File: src/gpio_port_pkg.sv
// Package: register map, field positions and reset values of the two-port GPIO block
package gpio_port_pkg;

   // Register bus geometry
   localparam int unsigned ADDR_W = 4;
   localparam int unsigned DATA_W = 8;

   // Register offsets
   localparam logic [ADDR_W-1:0] OFS_PORT1_DIRECTION     = 4'h0;
   localparam logic [ADDR_W-1:0] OFS_PORT1_OUTPUT_LATCH  = 4'h1;
   localparam logic [ADDR_W-1:0] OFS_PORT1_PULLUP_ENABLE = 4'h2;
   localparam logic [ADDR_W-1:0] OFS_PIN_FUNCTION_SELECT = 4'h3;
   localparam logic [ADDR_W-1:0] OFS_PORT2_DIRECTION     = 4'h4;
   localparam logic [ADDR_W-1:0] OFS_PORT2_OUTPUT_LATCH  = 4'h5;

   // Port widths
   localparam int unsigned P1_W = 8;
   localparam int unsigned P2_W = 3;

   // Reserved bits: forced to one on data, pull-up and function-select reads, never stored
   localparam logic [DATA_W-1:0] P1_RSVD_MASK  = 8'h08;
   localparam logic [DATA_W-1:0] PFS_RSVD_MASK = 8'h0C;
   localparam logic [DATA_W-1:0] P2_RSVD_MASK  = 8'hF8;

   // Read answers for write-only and unmapped locations
   localparam logic [DATA_W-1:0] DIR_READBACK  = 8'h00;
   localparam logic [DATA_W-1:0] UNMAPPED_READ = 8'h00;

   // Reset values of stored bits
   localparam logic [DATA_W-1:0] RST_DIR  = 8'h00;
   localparam logic [DATA_W-1:0] RST_DATA = 8'h00;
   localparam logic [DATA_W-1:0] RST_PU   = 8'h00;
   localparam logic [DATA_W-1:0] RST_PFS  = 8'h00;

   // Pin-function select fields
   localparam int unsigned PFS_INT3_TRIG = 7;
   localparam int unsigned PFS_INT2      = 6;
   localparam int unsigned PFS_INT1      = 5;
   localparam int unsigned PFS_INT0      = 4;
   localparam int unsigned PFS_TXD       = 1;
   localparam int unsigned PFS_TMR_OUT   = 0;

   // Pin indices that carry alternate functions
   localparam int unsigned P1_PIN_INT3 = 7;
   localparam int unsigned P1_PIN_INT2 = 6;
   localparam int unsigned P1_PIN_INT1 = 5;
   localparam int unsigned P1_PIN_INT0 = 4;
   localparam int unsigned P1_PIN_NONE = 3;
   localparam int unsigned P1_PIN_TMR  = 0;
   localparam int unsigned P2_PIN_TXD  = 2;
   localparam int unsigned P2_PIN_RXD  = 1;
   localparam int unsigned P2_PIN_SCK  = 0;

endpackage : gpio_port_pkg

File: src/pin_sync2.sv
// Two-flop synchroniser for a group of pin levels
`timescale 1ns/100ps
`default_nettype none

module pin_sync2 #(
   parameter int unsigned WIDTH = 8
) (
   // Clock and control
   input  wire logic             clk,
   input  wire logic             rst_n,
   input  wire logic             ce,
   // Levels
   input  wire logic [WIDTH-1:0] async_in,
   output logic      [WIDTH-1:0] sync_out
);

   typedef struct packed {
      logic [WIDTH-1:0] meta;
      logic [WIDTH-1:0] stable;
   } sync_state_t;

   sync_state_t s_q;
   sync_state_t s_d;

   // First stage feeds only the second stage
   always_comb begin
      s_d        = s_q;
      s_d.meta   = async_in;
      s_d.stable = s_q.meta;
   end

   always_ff @(posedge clk) begin
      if (!rst_n) begin
         s_q <= '0;
      end else if (ce) begin
         s_q <= s_d;
      end
   end

   assign sync_out = s_q.stable;

endmodule : pin_sync2

`default_nettype wire

File: src/pin_cell.sv
// One port pin: chooses between general I/O and an alternate function, registers the pad controls
`timescale 1ns/100ps
`default_nettype none

module pin_cell (
   // Clock and control
   input  wire logic clk,
   input  wire logic rst_n,
   input  wire logic ce,
   // General I/O settings
   input  wire logic gp_dir,
   input  wire logic gp_data,
   input  wire logic pu_bit,
   // Alternate function
   input  wire logic alt_sel,
   input  wire logic alt_drive,
   input  wire logic alt_data,
   // Pad controls
   output logic      pad_out,
   output logic      pad_oe,
   output logic      pad_pu
);

   typedef struct packed {
      logic out;
      logic oe;
      logic pu;
   } cell_state_t;

   cell_state_t s_q;
   cell_state_t s_d;

   always_comb begin
      s_d = s_q;
      if (alt_sel) begin
         // Alternate function overrides direction and data
         s_d.oe  = alt_drive;
         s_d.out = alt_data;
      end else begin
         s_d.oe  = gp_dir;
         s_d.out = gp_data;
      end
      // Pull-up only on a pin whose direction bit is clear
      s_d.pu = pu_bit & ~gp_dir;
   end

   always_ff @(posedge clk) begin
      if (!rst_n) begin
         s_q <= '0;
      end else if (ce) begin
         s_q <= s_d;
      end
   end

   assign pad_out = s_q.out;
   assign pad_oe  = s_q.oe;
   assign pad_pu  = s_q.pu;

endmodule : pin_cell

`default_nettype wire

File: src/port1_port2_gpio_control.sv
// Two-port GPIO control: registers, pin muxing, alternate functions and read-back
//
// Contract
// - Port 1 GPIO pin: dir 1 drives, 0 inputs
// - One direction bit per pin, bit 3 reserved
// - Port 1 data/pull-up bit 3 reads 1
// - Latched port 1 data drives output pins
// - Output-direction bits read back latched value
// - Input-direction bits read back pin level
// - Pull-up bit switches pin pull-up on/off
// - Pull-up acts only while direction is input
// - Pin 7 select feeds interrupt 3, timer trigger
// - Pins 6-4 interrupts, pin 0 timer output
// - Pins 2, 1 are direction-bit GPIO only
// - Port 2 pins 2-0 follow direction; 7-3 reserved
// - Serial claims override port 2 GPIO settings
// - Function select resets 0, documented bit layout
// - Transmit select makes port 2 pin 2 TXD
// - Receiver enable makes port 2 pin 1 RXD
//
// Local design decisions: the register offsets and the address-and-strobe port.
`timescale 1ns/100ps
`default_nettype none

module port1_port2_gpio_control
   import gpio_port_pkg::*;
(
   // Clock, reset, enable
   input  wire logic              clk,
   input  wire logic              rst_n,
   input  wire logic              ce,
   // Register port
   input  wire logic [ADDR_W-1:0] reg_addr,
   input  wire logic [DATA_W-1:0] reg_wdata,
   input  wire logic              reg_wr,
   input  wire logic              reg_rd,
   output logic      [DATA_W-1:0] reg_rdata,
   // Port 1 pads
   input  wire logic [P1_W-1:0]   port1_pin_in,
   output logic      [P1_W-1:0]   port1_pin_out,
   output logic      [P1_W-1:0]   port1_pin_oe,
   output logic      [P1_W-1:0]   port1_pin_pullup,
   // Port 2 pads
   input  wire logic [P2_W-1:0]   port2_pin_in,
   output logic      [P2_W-1:0]   port2_pin_out,
   output logic      [P2_W-1:0]   port2_pin_oe,
   // Interrupt and timer sinks
   output logic                   ext_int_line_3,
   output logic                   ext_int_line_2,
   output logic                   ext_int_line_1,
   output logic                   ext_int_line_0,
   output logic                   timer_v_trigger_in,
   input  wire logic              timer_a_clock_out,
   // Serial port unit
   input  wire logic              serial_txd,
   output logic                   serial_rxd,
   input  wire logic              serial_receiver_enable,
   input  wire logic              serial_clk_out_en,
   input  wire logic              serial_clk_in_en,
   input  wire logic              serial_clk_out,
   output logic                   serial_clk_in
);

   typedef struct packed {
      logic [DATA_W-1:0] port1_direction;
      logic [DATA_W-1:0] port1_output_latch;
      logic [DATA_W-1:0] port1_pullup_enable;
      logic [DATA_W-1:0] pin_function_select;
      logic [DATA_W-1:0] port2_direction;
      logic [DATA_W-1:0] port2_output_latch;
      logic [DATA_W-1:0] rdata;
      logic [3:0]        ext_int;
      logic              trig;
      logic              rxd;
      logic              clk_in;
   } gpio_state_t;

   gpio_state_t s_q;
   gpio_state_t s_d;

   logic [P1_W-1:0] p1_sync;
   logic [P2_W-1:0] p2_sync;
   logic [P1_W-1:0] p1_alt_sel;
   logic [P1_W-1:0] p1_alt_drive;
   logic [P1_W-1:0] p1_alt_data;
   logic [P1_W-1:0] p1_dir_eff;
   logic [P2_W-1:0] p2_alt_sel;
   logic [P2_W-1:0] p2_alt_drive;
   logic [P2_W-1:0] p2_alt_data;
   logic [DATA_W-1:0] p1_read;
   logic [DATA_W-1:0] p2_read;
   logic [DATA_W-1:0] p2_dir_ext;
   logic [DATA_W-1:0] p2_sync_ext;

   // Pin levels cross into the clock domain before anything reads them
   pin_sync2 #(.WIDTH(P1_W)) u_sync_p1 (
      .clk      (clk),
      .rst_n    (rst_n),
      .ce       (ce),
      .async_in (port1_pin_in),
      .sync_out (p1_sync)
   );

   pin_sync2 #(.WIDTH(P2_W)) u_sync_p2 (
      .clk      (clk),
      .rst_n    (rst_n),
      .ce       (ce),
      .async_in (port2_pin_in),
      .sync_out (p2_sync)
   );

   // Alternate-function claims on port 1
   always_comb begin
      p1_alt_sel   = '0;
      p1_alt_drive = '0;
      p1_alt_data  = '0;
      p1_alt_sel[P1_PIN_INT3]   = s_q.pin_function_select[PFS_INT3_TRIG];
      p1_alt_sel[P1_PIN_INT2]   = s_q.pin_function_select[PFS_INT2];
      p1_alt_sel[P1_PIN_INT1]   = s_q.pin_function_select[PFS_INT1];
      p1_alt_sel[P1_PIN_INT0]   = s_q.pin_function_select[PFS_INT0];
      p1_alt_sel[P1_PIN_TMR]    = s_q.pin_function_select[PFS_TMR_OUT];
      p1_alt_drive[P1_PIN_TMR]  = 1'b1;
      p1_alt_data[P1_PIN_TMR]   = timer_a_clock_out;
      // Pins 2 and 1 have no claim and stay plain GPIO
      // No pad exists at bit 3, so its direction never drives
      p1_dir_eff = s_q.port1_direction & ~P1_RSVD_MASK;
   end

   // Serial claims on port 2; an external serial clock input wins over clock output
   always_comb begin
      p2_alt_sel   = '0;
      p2_alt_drive = '0;
      p2_alt_data  = '0;
      p2_alt_sel[P2_PIN_TXD]   = s_q.pin_function_select[PFS_TXD];
      p2_alt_drive[P2_PIN_TXD] = 1'b1;
      p2_alt_data[P2_PIN_TXD]  = serial_txd;
      p2_alt_sel[P2_PIN_RXD]   = serial_receiver_enable;
      p2_alt_sel[P2_PIN_SCK]   = serial_clk_out_en | serial_clk_in_en;
      p2_alt_drive[P2_PIN_SCK] = serial_clk_out_en & ~serial_clk_in_en;
      p2_alt_data[P2_PIN_SCK]  = serial_clk_out;
   end

   genvar gi;
   generate
      for (gi = 0; gi < P1_W; gi++) begin : g_p1
         pin_cell u_cell (
            .clk       (clk),
            .rst_n     (rst_n),
            .ce        (ce),
            .gp_dir    (p1_dir_eff[gi]),
            .gp_data   (s_q.port1_output_latch[gi]),
            .pu_bit    (s_q.port1_pullup_enable[gi] & ~P1_RSVD_MASK[gi]),
            .alt_sel   (p1_alt_sel[gi]),
            .alt_drive (p1_alt_drive[gi]),
            .alt_data  (p1_alt_data[gi]),
            .pad_out   (port1_pin_out[gi]),
            .pad_oe    (port1_pin_oe[gi]),
            .pad_pu    (port1_pin_pullup[gi])
         );
      end
      for (gi = 0; gi < P2_W; gi++) begin : g_p2
         pin_cell u_cell (
            .clk       (clk),
            .rst_n     (rst_n),
            .ce        (ce),
            .gp_dir    (s_q.port2_direction[gi]),
            .gp_data   (s_q.port2_output_latch[gi]),
            .pu_bit    (1'b0),
            .alt_sel   (p2_alt_sel[gi]),
            .alt_drive (p2_alt_drive[gi]),
            .alt_data  (p2_alt_data[gi]),
            .pad_out   (port2_pin_out[gi]),
            .pad_oe    (port2_pin_oe[gi]),
            .pad_pu    ()
         );
      end
   endgenerate

   // Read-back of data registers: latch for outputs, synced pin for inputs
   assign p2_dir_ext  = {{(DATA_W-P2_W){1'b0}}, s_q.port2_direction[P2_W-1:0]};
   assign p2_sync_ext = {{(DATA_W-P2_W){1'b0}}, p2_sync};

   always_comb begin
      p1_read = (s_q.port1_direction & s_q.port1_output_latch)
              | (~s_q.port1_direction & p1_sync)
              | P1_RSVD_MASK;
      p2_read = (p2_dir_ext & s_q.port2_output_latch)
              | (~p2_dir_ext & p2_sync_ext)
              | P2_RSVD_MASK;
   end

   always_comb begin
      s_d = s_q;

      // Register writes; reserved bits are never stored
      if (reg_wr) begin
         case (reg_addr)
            OFS_PORT1_DIRECTION:     s_d.port1_direction     = reg_wdata & ~P1_RSVD_MASK;
            OFS_PORT1_OUTPUT_LATCH:  s_d.port1_output_latch  = reg_wdata & ~P1_RSVD_MASK;
            OFS_PORT1_PULLUP_ENABLE: s_d.port1_pullup_enable = reg_wdata & ~P1_RSVD_MASK;
            OFS_PIN_FUNCTION_SELECT: s_d.pin_function_select = reg_wdata & ~PFS_RSVD_MASK;
            OFS_PORT2_DIRECTION:     s_d.port2_direction     = reg_wdata & ~P2_RSVD_MASK;
            OFS_PORT2_OUTPUT_LATCH:  s_d.port2_output_latch  = reg_wdata & ~P2_RSVD_MASK;
            default: ;
         endcase
      end

      // Read data stands for exactly one cycle after the strobe
      s_d.rdata = UNMAPPED_READ;
      if (reg_rd) begin
         case (reg_addr)
            // Direction registers give no read-back; software keeps its own copy
            OFS_PORT1_DIRECTION:     s_d.rdata = DIR_READBACK;
            OFS_PORT2_DIRECTION:     s_d.rdata = DIR_READBACK;
            OFS_PORT1_OUTPUT_LATCH:  s_d.rdata = p1_read;
            OFS_PORT1_PULLUP_ENABLE: s_d.rdata = s_q.port1_pullup_enable | P1_RSVD_MASK;
            OFS_PIN_FUNCTION_SELECT: s_d.rdata = s_q.pin_function_select | PFS_RSVD_MASK;
            OFS_PORT2_OUTPUT_LATCH:  s_d.rdata = p2_read;
            default:                 s_d.rdata = UNMAPPED_READ;
         endcase
      end

      // Alternate inputs see the synced pin only while their select is set
      s_d.ext_int[3] = s_q.pin_function_select[PFS_INT3_TRIG] & p1_sync[P1_PIN_INT3];
      s_d.trig       = s_q.pin_function_select[PFS_INT3_TRIG] & p1_sync[P1_PIN_INT3];
      s_d.ext_int[2] = s_q.pin_function_select[PFS_INT2] & p1_sync[P1_PIN_INT2];
      s_d.ext_int[1] = s_q.pin_function_select[PFS_INT1] & p1_sync[P1_PIN_INT1];
      s_d.ext_int[0] = s_q.pin_function_select[PFS_INT0] & p1_sync[P1_PIN_INT0];
      s_d.rxd        = serial_receiver_enable & p2_sync[P2_PIN_RXD];
      s_d.clk_in     = serial_clk_in_en & p2_sync[P2_PIN_SCK];
   end

   always_ff @(posedge clk) begin
      if (!rst_n) begin
         s_q.port1_direction     <= RST_DIR;
         s_q.port1_output_latch  <= RST_DATA;
         s_q.port1_pullup_enable <= RST_PU;
         s_q.pin_function_select <= RST_PFS;
         s_q.port2_direction     <= RST_DIR;
         s_q.port2_output_latch  <= RST_DATA;
         s_q.rdata               <= UNMAPPED_READ;
         s_q.ext_int             <= '0;
         s_q.trig                <= 1'b0;
         s_q.rxd                 <= 1'b0;
         s_q.clk_in              <= 1'b0;
      end else if (ce) begin
         s_q <= s_d;
      end
   end

   assign reg_rdata          = s_q.rdata;
   assign ext_int_line_3     = s_q.ext_int[3];
   assign ext_int_line_2     = s_q.ext_int[2];
   assign ext_int_line_1     = s_q.ext_int[1];
   assign ext_int_line_0     = s_q.ext_int[0];
   assign timer_v_trigger_in = s_q.trig;
   assign serial_rxd         = s_q.rxd;
   assign serial_clk_in      = s_q.clk_in;

endmodule : port1_port2_gpio_control

`default_nettype wire

File: config.mk
export PLATFORM = sky130hd
export DESIGN_NAME = port1_port2_gpio_control
export DESIGN_NICKNAME = d
export VERILOG_FILES = /design/src/gpio_port_pkg.sv /design/src/pin_sync2.sv /design/src/pin_cell.sv /design/src/port1_port2_gpio_control.sv
export SDC_FILE = /design/constraint.sdc
export NUM_CORES = 1
export LEC_CHECK = 0
export BUFFER_PORTS_ARGS = -buffer_cell sky130_fd_sc_hd__buf_2
export CORE_ASPECT_RATIO = 2
export CORE_UTILIZATION = 40
export CTS_CLUSTER_SIZE = 40
export DETAILED_ROUTE_END_ITERATION = 8
export GPL_ROUTABILITY_DRIVEN = 0
export PLACE_DENSITY = 0.67
export SETUP_SLACK_MARGIN = 0.15
export SLEW_MARGIN = 30
export SYNTH_ARGS = -nofsm -noshare
export SYNTH_HDL_FRONTEND = slang
export SYNTH_SLANG_ARGS = --single-unit
export TNS_END_PERCENT = 5
File: constraint.sdc
create_clock -name clk -period 2.5 [get_ports clk]
set_input_delay 0.5 -clock clk [delete_from_list [all_inputs] [get_ports clk]]
set_output_delay 0.5 -clock clk [all_outputs]
set_load 0.02 [all_outputs]
=== Word level (Yosys, flattened, before mapping) ===
Cells that the tools add are included.

* Register bits: 97
* Output and inout port bits: 45
* Memory bits (writable): 0
* Latch bits: 0
* Bits in read-only memories: 0
* Input port bits: 34
* Memories: 0

* Order comparisons: 0
* Shifts and indexed selects: 0
* $mul: 0
* Add/subtract/negate cells: 0
* Bitwise operators: 31
* Equal/unequal tests: 5
* Div/mod/pow operators: 0
* Muxes and demuxes: 10
* Reductions and logical operators: 7

{| class="wikitable"
|+ Operators by type and width
! kind !! number
|-
| one-hot mux 8 bit (4 select lines) || 1
|-
| AND reduction 3 bit || 6
|-
| AND 8 bit || 2
|-
| two-way mux 2 bit || 8
|-
| AND 1 bit || 14
|-
| == test 4 x 2 -> 1 bit (second input constant) || 2
|-
| == test 4 x 3 -> 1 bit (second input constant) || 2
|-
| two-way mux 8 bit || 1
|-
| NOT 1 bit || 8
|-
| NOT 8 bit || 1
|-
| bitwise OR 8 bit || 1
|-
| AND 3 bit || 2
|-
| == test 4 x 1 -> 1 bit (second input constant) || 1
|-
| logical NOT 4 bit || 1
|-
| NOT 3 bit || 1
|-
| bitwise OR 3 bit || 1
|-
| bitwise OR 1 bit || 1
|}

=== Depth between registers and ports, before layout ===
Gate-level depths: netlist of run 1.

* Word-level depth: 5
* Mapped depth: 6
* Gate-level depth less buffers: 4

=== Modules after synthesis ===
Synthesis of run 1 repeated with hierarchy kept, for this count alone.

* Cells, all modules: 426
* Area total of the unflattened synthesis: 4,341.7 µm²

{| class="wikitable"
|+ By module, submodules not included
! module !! instances !! area an instance (µm²) !! cells each
|-
| port1_port2_gpio_control || 1 || 2,162.1 || 224
|-
| pin_cell || 11 || 121.4 || 12
|-
| pin_sync2 (u_sync_p1) || 1 || 615.6 || 51
|-
| pin_sync2 (u_sync_p2) || 1 || 229.0 || 19
|}

=== Worst setup path before layout of run 1 ===
Ideal clock, no wire load.

* Path kind: input port to flip-flop
* Start: input port reg_addr[2]
* End: register s_q[39] (netlist bit)
* Path buffers: 1
* Data required time: 2.384 ns
* Arrival time: 1.453 ns
* Slack: 0.931 ns
* Cell stages on the path: 5
* Cells stage by stage: nor4b_4 nor2b_1 buf_4 mux2i_1 nor2b_1

* Word-level cells in the longest chain between the ends: 2

{| class="wikitable"
|+ RTL lines
! element !! line !! text
|-
| start, declared || port1_port2_gpio_control.sv:33 || <nowiki>input wire logic [ADDR_W-1:0] reg_addr,</nowiki>
|-
| == test 4 x 2 -> 1 bit || port1_port2_gpio_control.sv:197 || <nowiki>case (reg_addr)</nowiki>
|-
| AND reduction 3 bit (no line) || - ||
|-
| end, declared || port1_port2_gpio_control.sv:78 || <nowiki>gpio_state_t s_q;</nowiki>
|}

Every way passes these cells.
A chain may end at the register's enable or synchronous reset.

=== Final worst setup path of run 1 ===
* Start: input port reg_addr[3]
* End: register s_q (netlist bit p1_dir_eff[2])

* Word-level cells in the longest chain between the ends: 2

{| class="wikitable"
|+ RTL lines
! element !! line
|-
| logical NOT 4 bit || port1_port2_gpio_control.sv:197
|-
| AND reduction 3 bit (no line) || -
|}

Every way passes these cells.

==> summary.txt, run 1 <==
Run status
  – Status: finished, final reports clean

Synth
  – Asr flop ratio synth: 0%
  – Largest cells by area after synthesis: dfxtp_1 (45%), mux2i_1 (14%), nor2b_1 (7.8%)
  – Yosys warning count: 0
  – Post-synthesis sequential area ratio: 45.0%
  – Commonest cells in the netlist: dfxtp_1 (94), mux2i_1 (60), nor2b_1 (52)
  – Ys flop type: dfxtp_1
  – Mapped Cells: 432
  – Most frequent cell after synthesis: dfxtp_1
  – Number of distinct library cells after synthesis: 34
  – Top cell type's share of synthesized area: 45.0%
  – Mapped Area: 4180 um2
  – Post-synth EDFFs: 0
  – Synth area leader: dfxtp_1
  – Synth Area per Inst: 9.69 um2
  – #FFs+latches synth: 94

Worst setup path
  – CP Launch Type: input pin
  – CP arrival: 1920 ps
  – Crit path kind: input pin to flip-flop
  – Data required time of the critical path: 2730 ps
  – Crit. End Element: flip-flop
  – Max FO, Critical Path: 7

STA
  – Slew Limit Headroom: 62.0%
  – RSZ-0062 raised after global routing: no
  – Slew Limit Fails: 0
  – Setup violators final: 0
  – Worst Tran Pin Value: 570 ps
  – Final setup TNS: 0 ps
  – Final hold vios: 0
  – Fmax: 590 MHz
  – Final period util: 67.8%
  – Clk_skew: 7.36 ps
  – Final Critical Period: 1700 ps

Clock network
  – Post CTS Setup Buffer Count: 0
  – # clock sinks: 94
  – Post_cts resized: 0
  – Worst-Skew Late Latency: 340 ps
  – CTS Buf Count: 9
  – Hold-fix buffers, CTS: 0
  – Root buffer cell: clkbuf_16
  – TritonCTS clock tree: done
  – Clock slew at reported path FFs: 60 ps
  – Max clock buf depth: 2
  – H-Tree Depth: 3

Route
  – First DRT Iteration DRCs: 102
  – Post-Route WL: 9.13 mm
  – Vias per cell: 4.97
  – Vias: 3039
  – First-pass DRT Iterations: 4
  – DR DRC count: 0
  – ANT nets after route: 0
  – Routed WL per cell: 14.9 um

Final layout
  – Area grow syn2layout: 13.7%
  – Final net count: 506
  – Antenna Cells: 0
  – # fillers: 1027
  – Share of cells above drive strength 1: 21.6%
  – Cell Count, Final, Fillers Out: 612
  – Design area: 4760 um2

Global route
  – Vias in the first global route: 2954
  – Initial antenna violation count: 0
  – Met2 Use GR: 31.0%
  – First-pass GRT wire length: 14.8 mm
  – GRT Max-Usage Layer: met2
  – Met3 GRT Util: 3.24%
  – Largest net degree at the start of global routing: 60
  – GR Util met1: 20.1%
  – Total Routing Usage GR: 18.1%
  – Overflow after GRT: 0

Floorplanning
  – Die ar.: 10900 um2
  – I/O pin count: 79
  – Total core area: 10100 um2
  – Initial Util: 41.2%
  – Chip width: 74.3 um
  – Die extent in y: 147 um
  – # rows: 52

Pwr
  – Max IR drop VDD: 0.000378 V
  – Static leakage: 1.84 nW
  – Total power: 3.12 mW
  – Pwr per Cell Area: 655 nW/um2

Placed design
  – DP Area: 4450 um2
  – # port buffers: 73
  – Placed cell count: 596
  – DPL Wire Length: 6.63 mm

Worst hold path
  – Hold Path Class: input pin to flip-flop

Flow run
  – Max Cap Viol: 0
-- placed cells by master, fill, tap and decap left out, drive strengths merged, types with 6 or more instances in the layout --
master	count
clkbuf	13
dfxtp	94
buf	83
mux2i	60
nand2	32
inv	11
o22ai	13
a221oi	6
nor2b	52
a21boi	23
nor2	6
nand3	7
o21ai	24
and2	10
nand3b	7
nand2b	15
-- state kept, by name, indices dropped and copies added, names as in the netlist --
name	cells
ext_int_line_0	1
ext_int_line_1	1
ext_int_line_2	1
ext_int_line_3	1
g_p1.u_cell.pad_oe	7
g_p1.u_cell.pad_out	7
g_p1.u_cell.pad_pu	7
g_p2.u_cell.pad_oe	3
g_p2.u_cell.pad_out	3
p1_alt_sel	5
p1_dir_eff	7
p2_alt_sel	1
p2_dir_ext	3
reg_rdata	8
s_q	17
serial_clk_in	1
serial_rxd	1
u_sync_p1.s_d	7
u_sync_p1.sync_out	7
u_sync_p2.s_d	3
u_sync_p2.sync_out	3
-- worst max-delay path, cell delays in order --
cell and delay [ps]:
buf_2 140, nor4b_1 380, and3b_1 560, mux2i_1 260
nor2b_1 60
-- layer usage --
layer | share of wire [%] | up-vias | wire, um
li1 | - | 1514 | -
met1 | 40 | 1435 | 3650
met2 | 53 | 67 | 4830
met3 | 3.1 | 23 | 280
met4 | 4.0 | 0 | 364
met5 | 0 | - | 0
-- path summary, 6_finish.rpt --
kind         depth (start not counted)               end             from  slack (ps)
max                                  5     p1_dir_eff[2]      reg_addr[3]         800
max reg2reg                          4      reg_rdata[1]    p2_dir_ext[1]         990
min reg2reg                          2      reg_rdata[1]     reg_rdata[1]         460
min                                  3  u_sync_p2.s_d[1]  port2_pin_in[1]         420
-- cells by family after synthesis --
| logic type | count (synthesis) | synth area share [%] |
|---|---|---|
| simple gates | 135 | 19.1 |
| flops | 94 | 45.0 |
| compound gates | 75 | 12.2 |
| buf+inv | 67 | 9.30 |
| mux | 60 | 14.4 |
| other cells | 1 | 0.0896 |
-- cell type report --
class | instances | area [um2] | share of cell area [%]
clock buffer | 13 | 260 | 5.47
clock inverter | 3 | 42.5 | 0.895
inverter | 11 | 41.3 | 0.868
multi-input combinational | 273 | 1920 | 40.4
sequential | 94 | 1880 | 39.6
tap | 135 | 169 | 3.55
timing repair buffer | 83 | 440 | 9.26
-- through the flow --
step | hold WS (ps) | util (%) | setup slack [ps]
after floorplan | 455 | - | 931
after global placement | 440 | 43.9 | 476
after detailed placement | 447 | 43.9 | 471
after CTS | 413 | 46.9 | 773
after global routing | 436 | 46.9 | 729
final | 419 | 46.9 | 805
-- report_power, final --
part           total (mW)  internal (mW)  switching, mW
logic               0.202         0.0873          0.114
clock network        1.37          0.828          0.545
registers            1.54           1.52         0.0168
Power figures use the tool's default switching activity.
==> run 2, diff against run 1 <==
==> constraint.sdc (replaced) <==
create_clock -name clk -period 1.6 [get_ports clk]
set_input_delay 0.32 -clock clk [delete_from_list [all_inputs] [get_ports clk]]
set_output_delay 0.32 -clock clk [all_outputs]
set_load 0.02 [all_outputs]
==> summary.txt, run 2 (synthesized netlist as in run 1, its figures left out) <==
Run status
  – Status: finished, final reports clean

Clock network
  – Post CTS Setup Buffer Count: 0 (unchanged)
  – # clock sinks: 94 (unchanged)
  – Hold-fix buffers, CTS: 0 (unchanged)
  – TritonCTS clock tree: done
  – Clock slew at reported path FFs: 70 ps (about the same)
  – CTS Buf Count: 9 (unchanged)
  – H-Tree Depth: 3 (unchanged)
  – Max clock buf depth: 2 (unchanged)
  – Post_cts resized: 0 (unchanged)
  – Worst-Skew Late Latency: 350 ps (about the same)
  – Root buffer cell: clkbuf_16

Pwr
  – Static leakage: 1.92 nW (+4.5%)
  – Max IR drop VDD: 0.000737 V (+95%)
  – Pwr per Cell Area: 1000 nW/um2 (+53%)

Final layout
  – Top reg by flops: s_q
  – Area of the multi-input gates: 1930 um2 (+0.52%)
  – Antenna Cells: 0 (unchanged)
  – Share of cells above drive strength 1: 24.1% (+2.5 points)
  – Final net count: 519 (+2.6%)
  – Area grow syn2layout: 17.1%
  – Commonest non-fill, non-tap cells in the layout: dfxtp_1 (94), buf_2 (73), mux2i_1 (60), nor2b_1 (52), nand2_1 (32)
  – Register area: 1880 um2 (unchanged)
  – Max reg flops: 17 (unchanged)
  – Most common cell after layout, fill and taps aside: dfxtp_1
  – # fillers: 1021 (-0.58%)

Route
  – Routed WL per cell: 15.3 um (+2.6%)
  – First-pass DRT Iterations: 4 (unchanged)
  – DR DRC count: 0 (unchanged)
  – Met2 routed WL: 5.12 mm (+5.9%)
  – ANT nets after route: 0 (unchanged)
  – Uppermost routed layer: met4
  – Vias per cell: 4.88 (-1.8%)
  – Met3 wire length: 291 um (+3.9%)
  – Metal1 wirelength: 3.75 mm (+2.9%)
  – First DRT Iteration DRCs: 132 (+29%)
  – Post-Route WL: 9.56 mm (+4.8%)
  – Vias: 3047 (+0.26%)

STA
  – Final hold vios: 0 (unchanged)
  – Setup violators final: 0 (unchanged)
  – Worst Tran Pin Value: 517 ps (-53.1 ps)
  – Slew Limit Fails: 0 (unchanged)
  – Final Critical Period: 1400 ps
  – Clk_skew: 8.13 ps (+0.770 ps)
  – Final period util: 87.3%
  – Fin Hold WS: 235 ps (-183 ps)
  – RSZ-0062 raised after global routing: yes
  – Fmax: 716 MHz
  – Slew Limit Headroom: 65.5% (+3.5 points)
  – Final setup TNS: 0 ps (unchanged)

Worst setup path
  – Data required time of the critical path: 1840 ps (-890 ps)
  – CP arrival: 1630 ps (-290 ps)
  – Worst reg2reg path endpoint: reg_rdata[0]
  – Crit. End Element: flip-flop
  – Crit path kind: flip-flop to flip-flop
  – R2R depth: 5 (+1)
  – Worst reg2reg path startpoint: p1_dir_eff[0]
  – CP Launch Type: flip-flop
  – Max FO, Critical Path: 4 (-3)
  – R2R setup slack: 200 ps (-790 ps)

Worst hold path
  – Worst Hold Depth: 3 (unchanged)
  – Hold endpoint: u_sync_p1.s_d[5]
  – Hold_sp: port1_pin_in[5]
  – Hold Path Class: input pin to flip-flop

Global route
  – Overflow after GRT: 0 (unchanged)
  – Largest net degree at the start of global routing: 65 (+8.3%)
  – First-pass GRT wire length: 15.0 mm (+0.93%)
  – Total Routing Usage GR: 18.4% (+0.36 points)
  – Vias in the first global route: 3009 (+1.9%)
  – Initial antenna violation count: 0 (unchanged)

Floorplanning
  – Die ar.: 10900 um2 (unchanged)
  – Die extent in y: 147 um (unchanged)
  – # rows: 52 (unchanged)
  – Initial Util: 41.2% (unchanged)
  – I/O pin count: 79 (unchanged)
  – Chip width: 74.3 um (unchanged)
  – Total core area: 10100 um2 (unchanged)

Placed design
  – # port buffers: 73 (unchanged)
  – DPL Wire Length: 6.83 mm (+3.0%)

Flow run
  – Max Cap Viol: 0 (unchanged)
-- run 2: cell count changes in the layout (fill, tap and decap cells not counted), sizes merged --
cell	previous run	this run
buf	83	96
clkinvlp	1	0
clkinv	1	3
clkbuf	13	12
-- run 2: worst max-delay path: stages, from the launching register on --
cell      delay (ps)
dfxtp_1          410
mux2i_1          240
o22ai_2          100
a221oi_1         310
buf_4            190
o21ai_1           50
-- run 2: worst max-delay path by stage --
stage,from,end,slack (ps),depth (start not counted)
6_report,p1_dir_eff[0],reg_rdata[0],200,5
3_3_place_gp,reg_addr[2],reg_rdata[5],-130,6
3_5_place_dp,reg_addr[2],reg_rdata[4],-150,6
4_1_cts,p2_dir_ext[1],reg_rdata[1],160,5
5_1_grt,p1_dir_eff[6],reg_rdata[6],110,4
2_1_floorplan,reg_addr[2],s_q[39],210,5
-- run 2: routing by layer --
layer / vias up / global-route usage, %
li1: 1539 / -
met1: 1424 / 19.6
met2: 63 / 32.6
met3: 21 / 3.17
met4: 0 / 10.8
met5: - / 0
-- run 2: layout make-up --
cell class | instances | share of cell area, %
clock buffer | 12 | 5.23
clock inverter | 4 | 0.919
inverter | 11 | 0.843
multi-input combinational | 273 | 39.4
sequential | 94 | 38.4
tap | 135 | 3.45
timing repair buffer | 96 | 11.7
-- run 2: report_power, final --
part | total (mW) | leakage, nW | internal (mW) | switching (mW)
clock | 2.16 | 0.152 | 1.29 | 0.877
combinational | 0.341 | 1.01 | 0.156 | 0.185
sequential | 2.41 | 0.761 | 2.38 | 0.0268
-- run 2: per-stage QoR --
stage | cell area (um2) | instances | setup WS, ps | utilization (%) | power, mW
4_1_cts | 4890 | 625 | 156 | 48.2 | 4.95
5_1_grt | 4900 | 625 | 106 | 48.3 | 5.08
3_3_place_gp | 4590 | 609 | -127 | 45.2 | 2.79
2_1_floorplan | 4190 | 434 | 211 | - | 2.67
3_5_place_dp | 4590 | 609 | -146 | 45.2 | 2.80
6_report | 4900 | 625 | 204 | 48.3 | 4.91
==> run 3, diff against run 2 <==
--- a/config.mk
+++ b/config.mk
@@ -10,8 +10,6 @@
 export CORE_UTILIZATION = 40
 export CTS_CLUSTER_SIZE = 40
 export DETAILED_ROUTE_END_ITERATION = 8
-export GPL_ROUTABILITY_DRIVEN = 0
-export PLACE_DENSITY = 0.67
 export SETUP_SLACK_MARGIN = 0.15
 export SLEW_MARGIN = 30
 export SYNTH_ARGS = -nofsm -noshare
==> constraint.sdc (replaced) <==
create_clock -name clk -period 1.45 [get_ports clk]
set_input_delay 0.29 -clock clk [delete_from_list [all_inputs] [get_ports clk]]
set_output_delay 0.29 -clock clk [all_outputs]
set_load 0.02 [all_outputs]
==> summary.txt, run 3 (synthesized netlist as in run 1, its figures left out) <==
Run status
  – Status: finished, final reports clean

Final layout
  – Antenna Cells: 0 (unchanged)
  – Top reg by flops: s_q
  – Commonest non-fill, non-tap cells in the layout: dfxtp_1 (89), buf_2 (71), mux2i_1 (57), nor2b_1 (50), buf_4 (37)
  – Most common cell after layout, fill and taps aside: dfxtp_1
  – Share of cells above drive strength 1: 29.9% (+5.8 points)
  – # fillers: 1009 (-1.2%)
  – Area grow syn2layout: 23.4%
  – Final net count: 538 (+3.7%)
  – Max reg flops: 17 (unchanged)

Floorplanning
  – Die extent in y: 147 um (unchanged)
  – Die ar.: 10900 um2 (unchanged)
  – Chip width: 74.3 um (unchanged)
  – Initial Util: 41.2% (unchanged)
  – Total core area: 10100 um2 (unchanged)
  – # rows: 52 (unchanged)
  – I/O pin count: 79 (unchanged)

Route
  – ANT nets after route: 0 (unchanged)
  – Vias per cell: 4.86 (-0.34%)
  – First-pass DRT Iterations: 4 (unchanged)
  – Vias: 3124 (+2.5%)
  – DR DRC count: 0 (unchanged)
  – Routed WL per cell: 15.1 um (-1.4%)
  – Post-Route WL: 9.70 mm (+1.4%)
  – First DRT Iteration DRCs: 175 (+33%)

Worst hold path
  – Hold Path Class: input pin to flip-flop
  – Hold endpoint: u_sync_p2.s_d[1]
  – Worst Hold Depth: 3 (unchanged)
  – Hold_sp: port2_pin_in[1]

STA
  – Final worst setup slack: 118 ps (-86.0 ps)
  – Final hold vios: 0 (unchanged)
  – Final period util: 91.9%
  – Setup violators final: 0 (unchanged)
  – Fin Hold WS: 198 ps (-37.7 ps)
  – Fmax: 750 MHz
  – RSZ-0062 raised after global routing: yes
  – Clk_skew: 7.50 ps (-0.623 ps)
  – Slew Limit Fails: 0 (unchanged)
  – Final Critical Period: 1330 ps

Worst setup path
  – Crit. End Element: flip-flop
  – Worst reg2reg path endpoint: reg_rdata[0]
  – CP max stage cell: or4b_4
  – Worst reg2reg path startpoint: p2_dir_ext[0]
  – Most used cell, CP: buf_6
  – Data required time of the critical path: 1720 ps (-120 ps)
  – Crit path kind: input pin to flip-flop
  – R2R depth: 5 (unchanged)
  – CP arrival: 1600 ps (-30 ps)
  – R2R setup slack: 170 ps (-30 ps)
  – Critical Path, Cell by Cell: buf_6, or4b_4, buf_6, nor2_4, nand2_1, a21boi_1
  – CP max stage delay: 580 ps (+170 ps)
  – CP Launch Type: input pin
  – Max FO, Critical Path: 7 (+3)

Clock network
  – TritonCTS clock tree: done
  – Root buffer cell: clkbuf_16
  – Max clock buf depth: 2 (unchanged)
  – Clock slew at reported path FFs: 70 ps (about the same)
  – H-Tree Depth: 3 (unchanged)
  – Hold-fix buffers, CTS: 0 (unchanged)
  – # clock sinks: 94 (unchanged)
  – CTS Buf Count: 9 (unchanged)
  – Worst-Skew Late Latency: 350 ps (about the same)

Global route
  – Total Routing Usage GR: 18.6% (+0.20 points)
  – Vias in the first global route: 3056 (+1.6%)
  – Overflow after GRT: 0 (unchanged)
  – First-pass GRT wire length: 15.2 mm (+1.3%)
  – Largest net degree at the start of global routing: 37 (-43%)
  – Initial antenna violation count: 0 (unchanged)

Placed design
  – GP Congestion: 0.805
  – DPL Wire Length: 7.17 mm (+5.1%)
  – Pre-CTS setup slack: -295 ps (-149 ps)
  – # port buffers: 73 (unchanged)

Pwr
  – Static leakage: 2.05 nW (+6.8%)
  – Total power: 5.74 mW (+17%)
  – Pwr per Cell Area: 1110 nW/um2 (+11%)
  – Max IR drop VDD: 0.000592 V (-20%)

Flow run
  – Max Cap Viol: 0 (unchanged)
## run 3: worst max-delay path: cells and delay by family
family,cells,cell delay (ps)
AOI/OAI and AO/OA,1,180
buffers and inverters,2,270
and+or+nand+nor,3,840
## run 3: per-layer routing
metal | vias up | part of all wire [%] | global-route usage, %
li1 | 1577 | - | -
met1 | 1475 | 40 | 20.0
met2 | 57 | 55 | 33.4
met3 | 15 | 2.8 | 3.59
met4 | 0 | 2.9 | 8.96
met5 | - | 0 | 0
## run 3: timing repair
item / in CTS / in global routing
pin swaps: 2 / 6
endpoints found under the setup margin: 27 / 34
hold endpoints to repair: 0 / 0
buffers inserted: 0 / 3
gates resized for setup: 9 / 26
## run 3: area by class of cell
type                            instances  area [um2]  area share [%]
Multi-Input combinational cell        273        2000            38.7
Clock buffer                            9         225            4.36
Timing Repair Buffer                  115         729            14.1
Tap cell                              135         169            3.27
Inverter                               11        41.3           0.799
Sequential cell                        94        1890            36.6
Clock inverter                          6         111            2.16
## run 3: worst max-delay path by stage
stage	cells after the start	start	slack (ps)	to
after detailed placement	6	reg_addr[2]	-300	s_q[53]
after floorplan	5	reg_addr[2]	90	s_q[39]
after global placement	7	reg_addr[2]	-270	reg_rdata[0]
final	6	reg_addr[2]	120	s_q[53]
after CTS	5	p1_dir_eff[7]	110	reg_rdata[7]
after global routing	6	reg_addr[2]	70	s_q[53]
## run 3: stage by stage
stage	area, um2	setup TNS [ps]	std cells	utilization [%]
6_report	5160	0	643	50.9
5_1_grt	5160	0	643	50.9
4_1_cts	5060	0	640	49.9
3_5_place_dp	4700	-8480	625	46.3
3_3_place_gp	4700	-7530	625	46.3
2_1_floorplan	4190	0	434	-
## run 3: power breakdown
part	leakage [nW]	switching [mW]	internal, mW
clock	0.161	0.992	1.67
sequential	0.764	0.0308	2.63
combinational	1.13	0.215	0.199
total	2.05	1.24	4.50
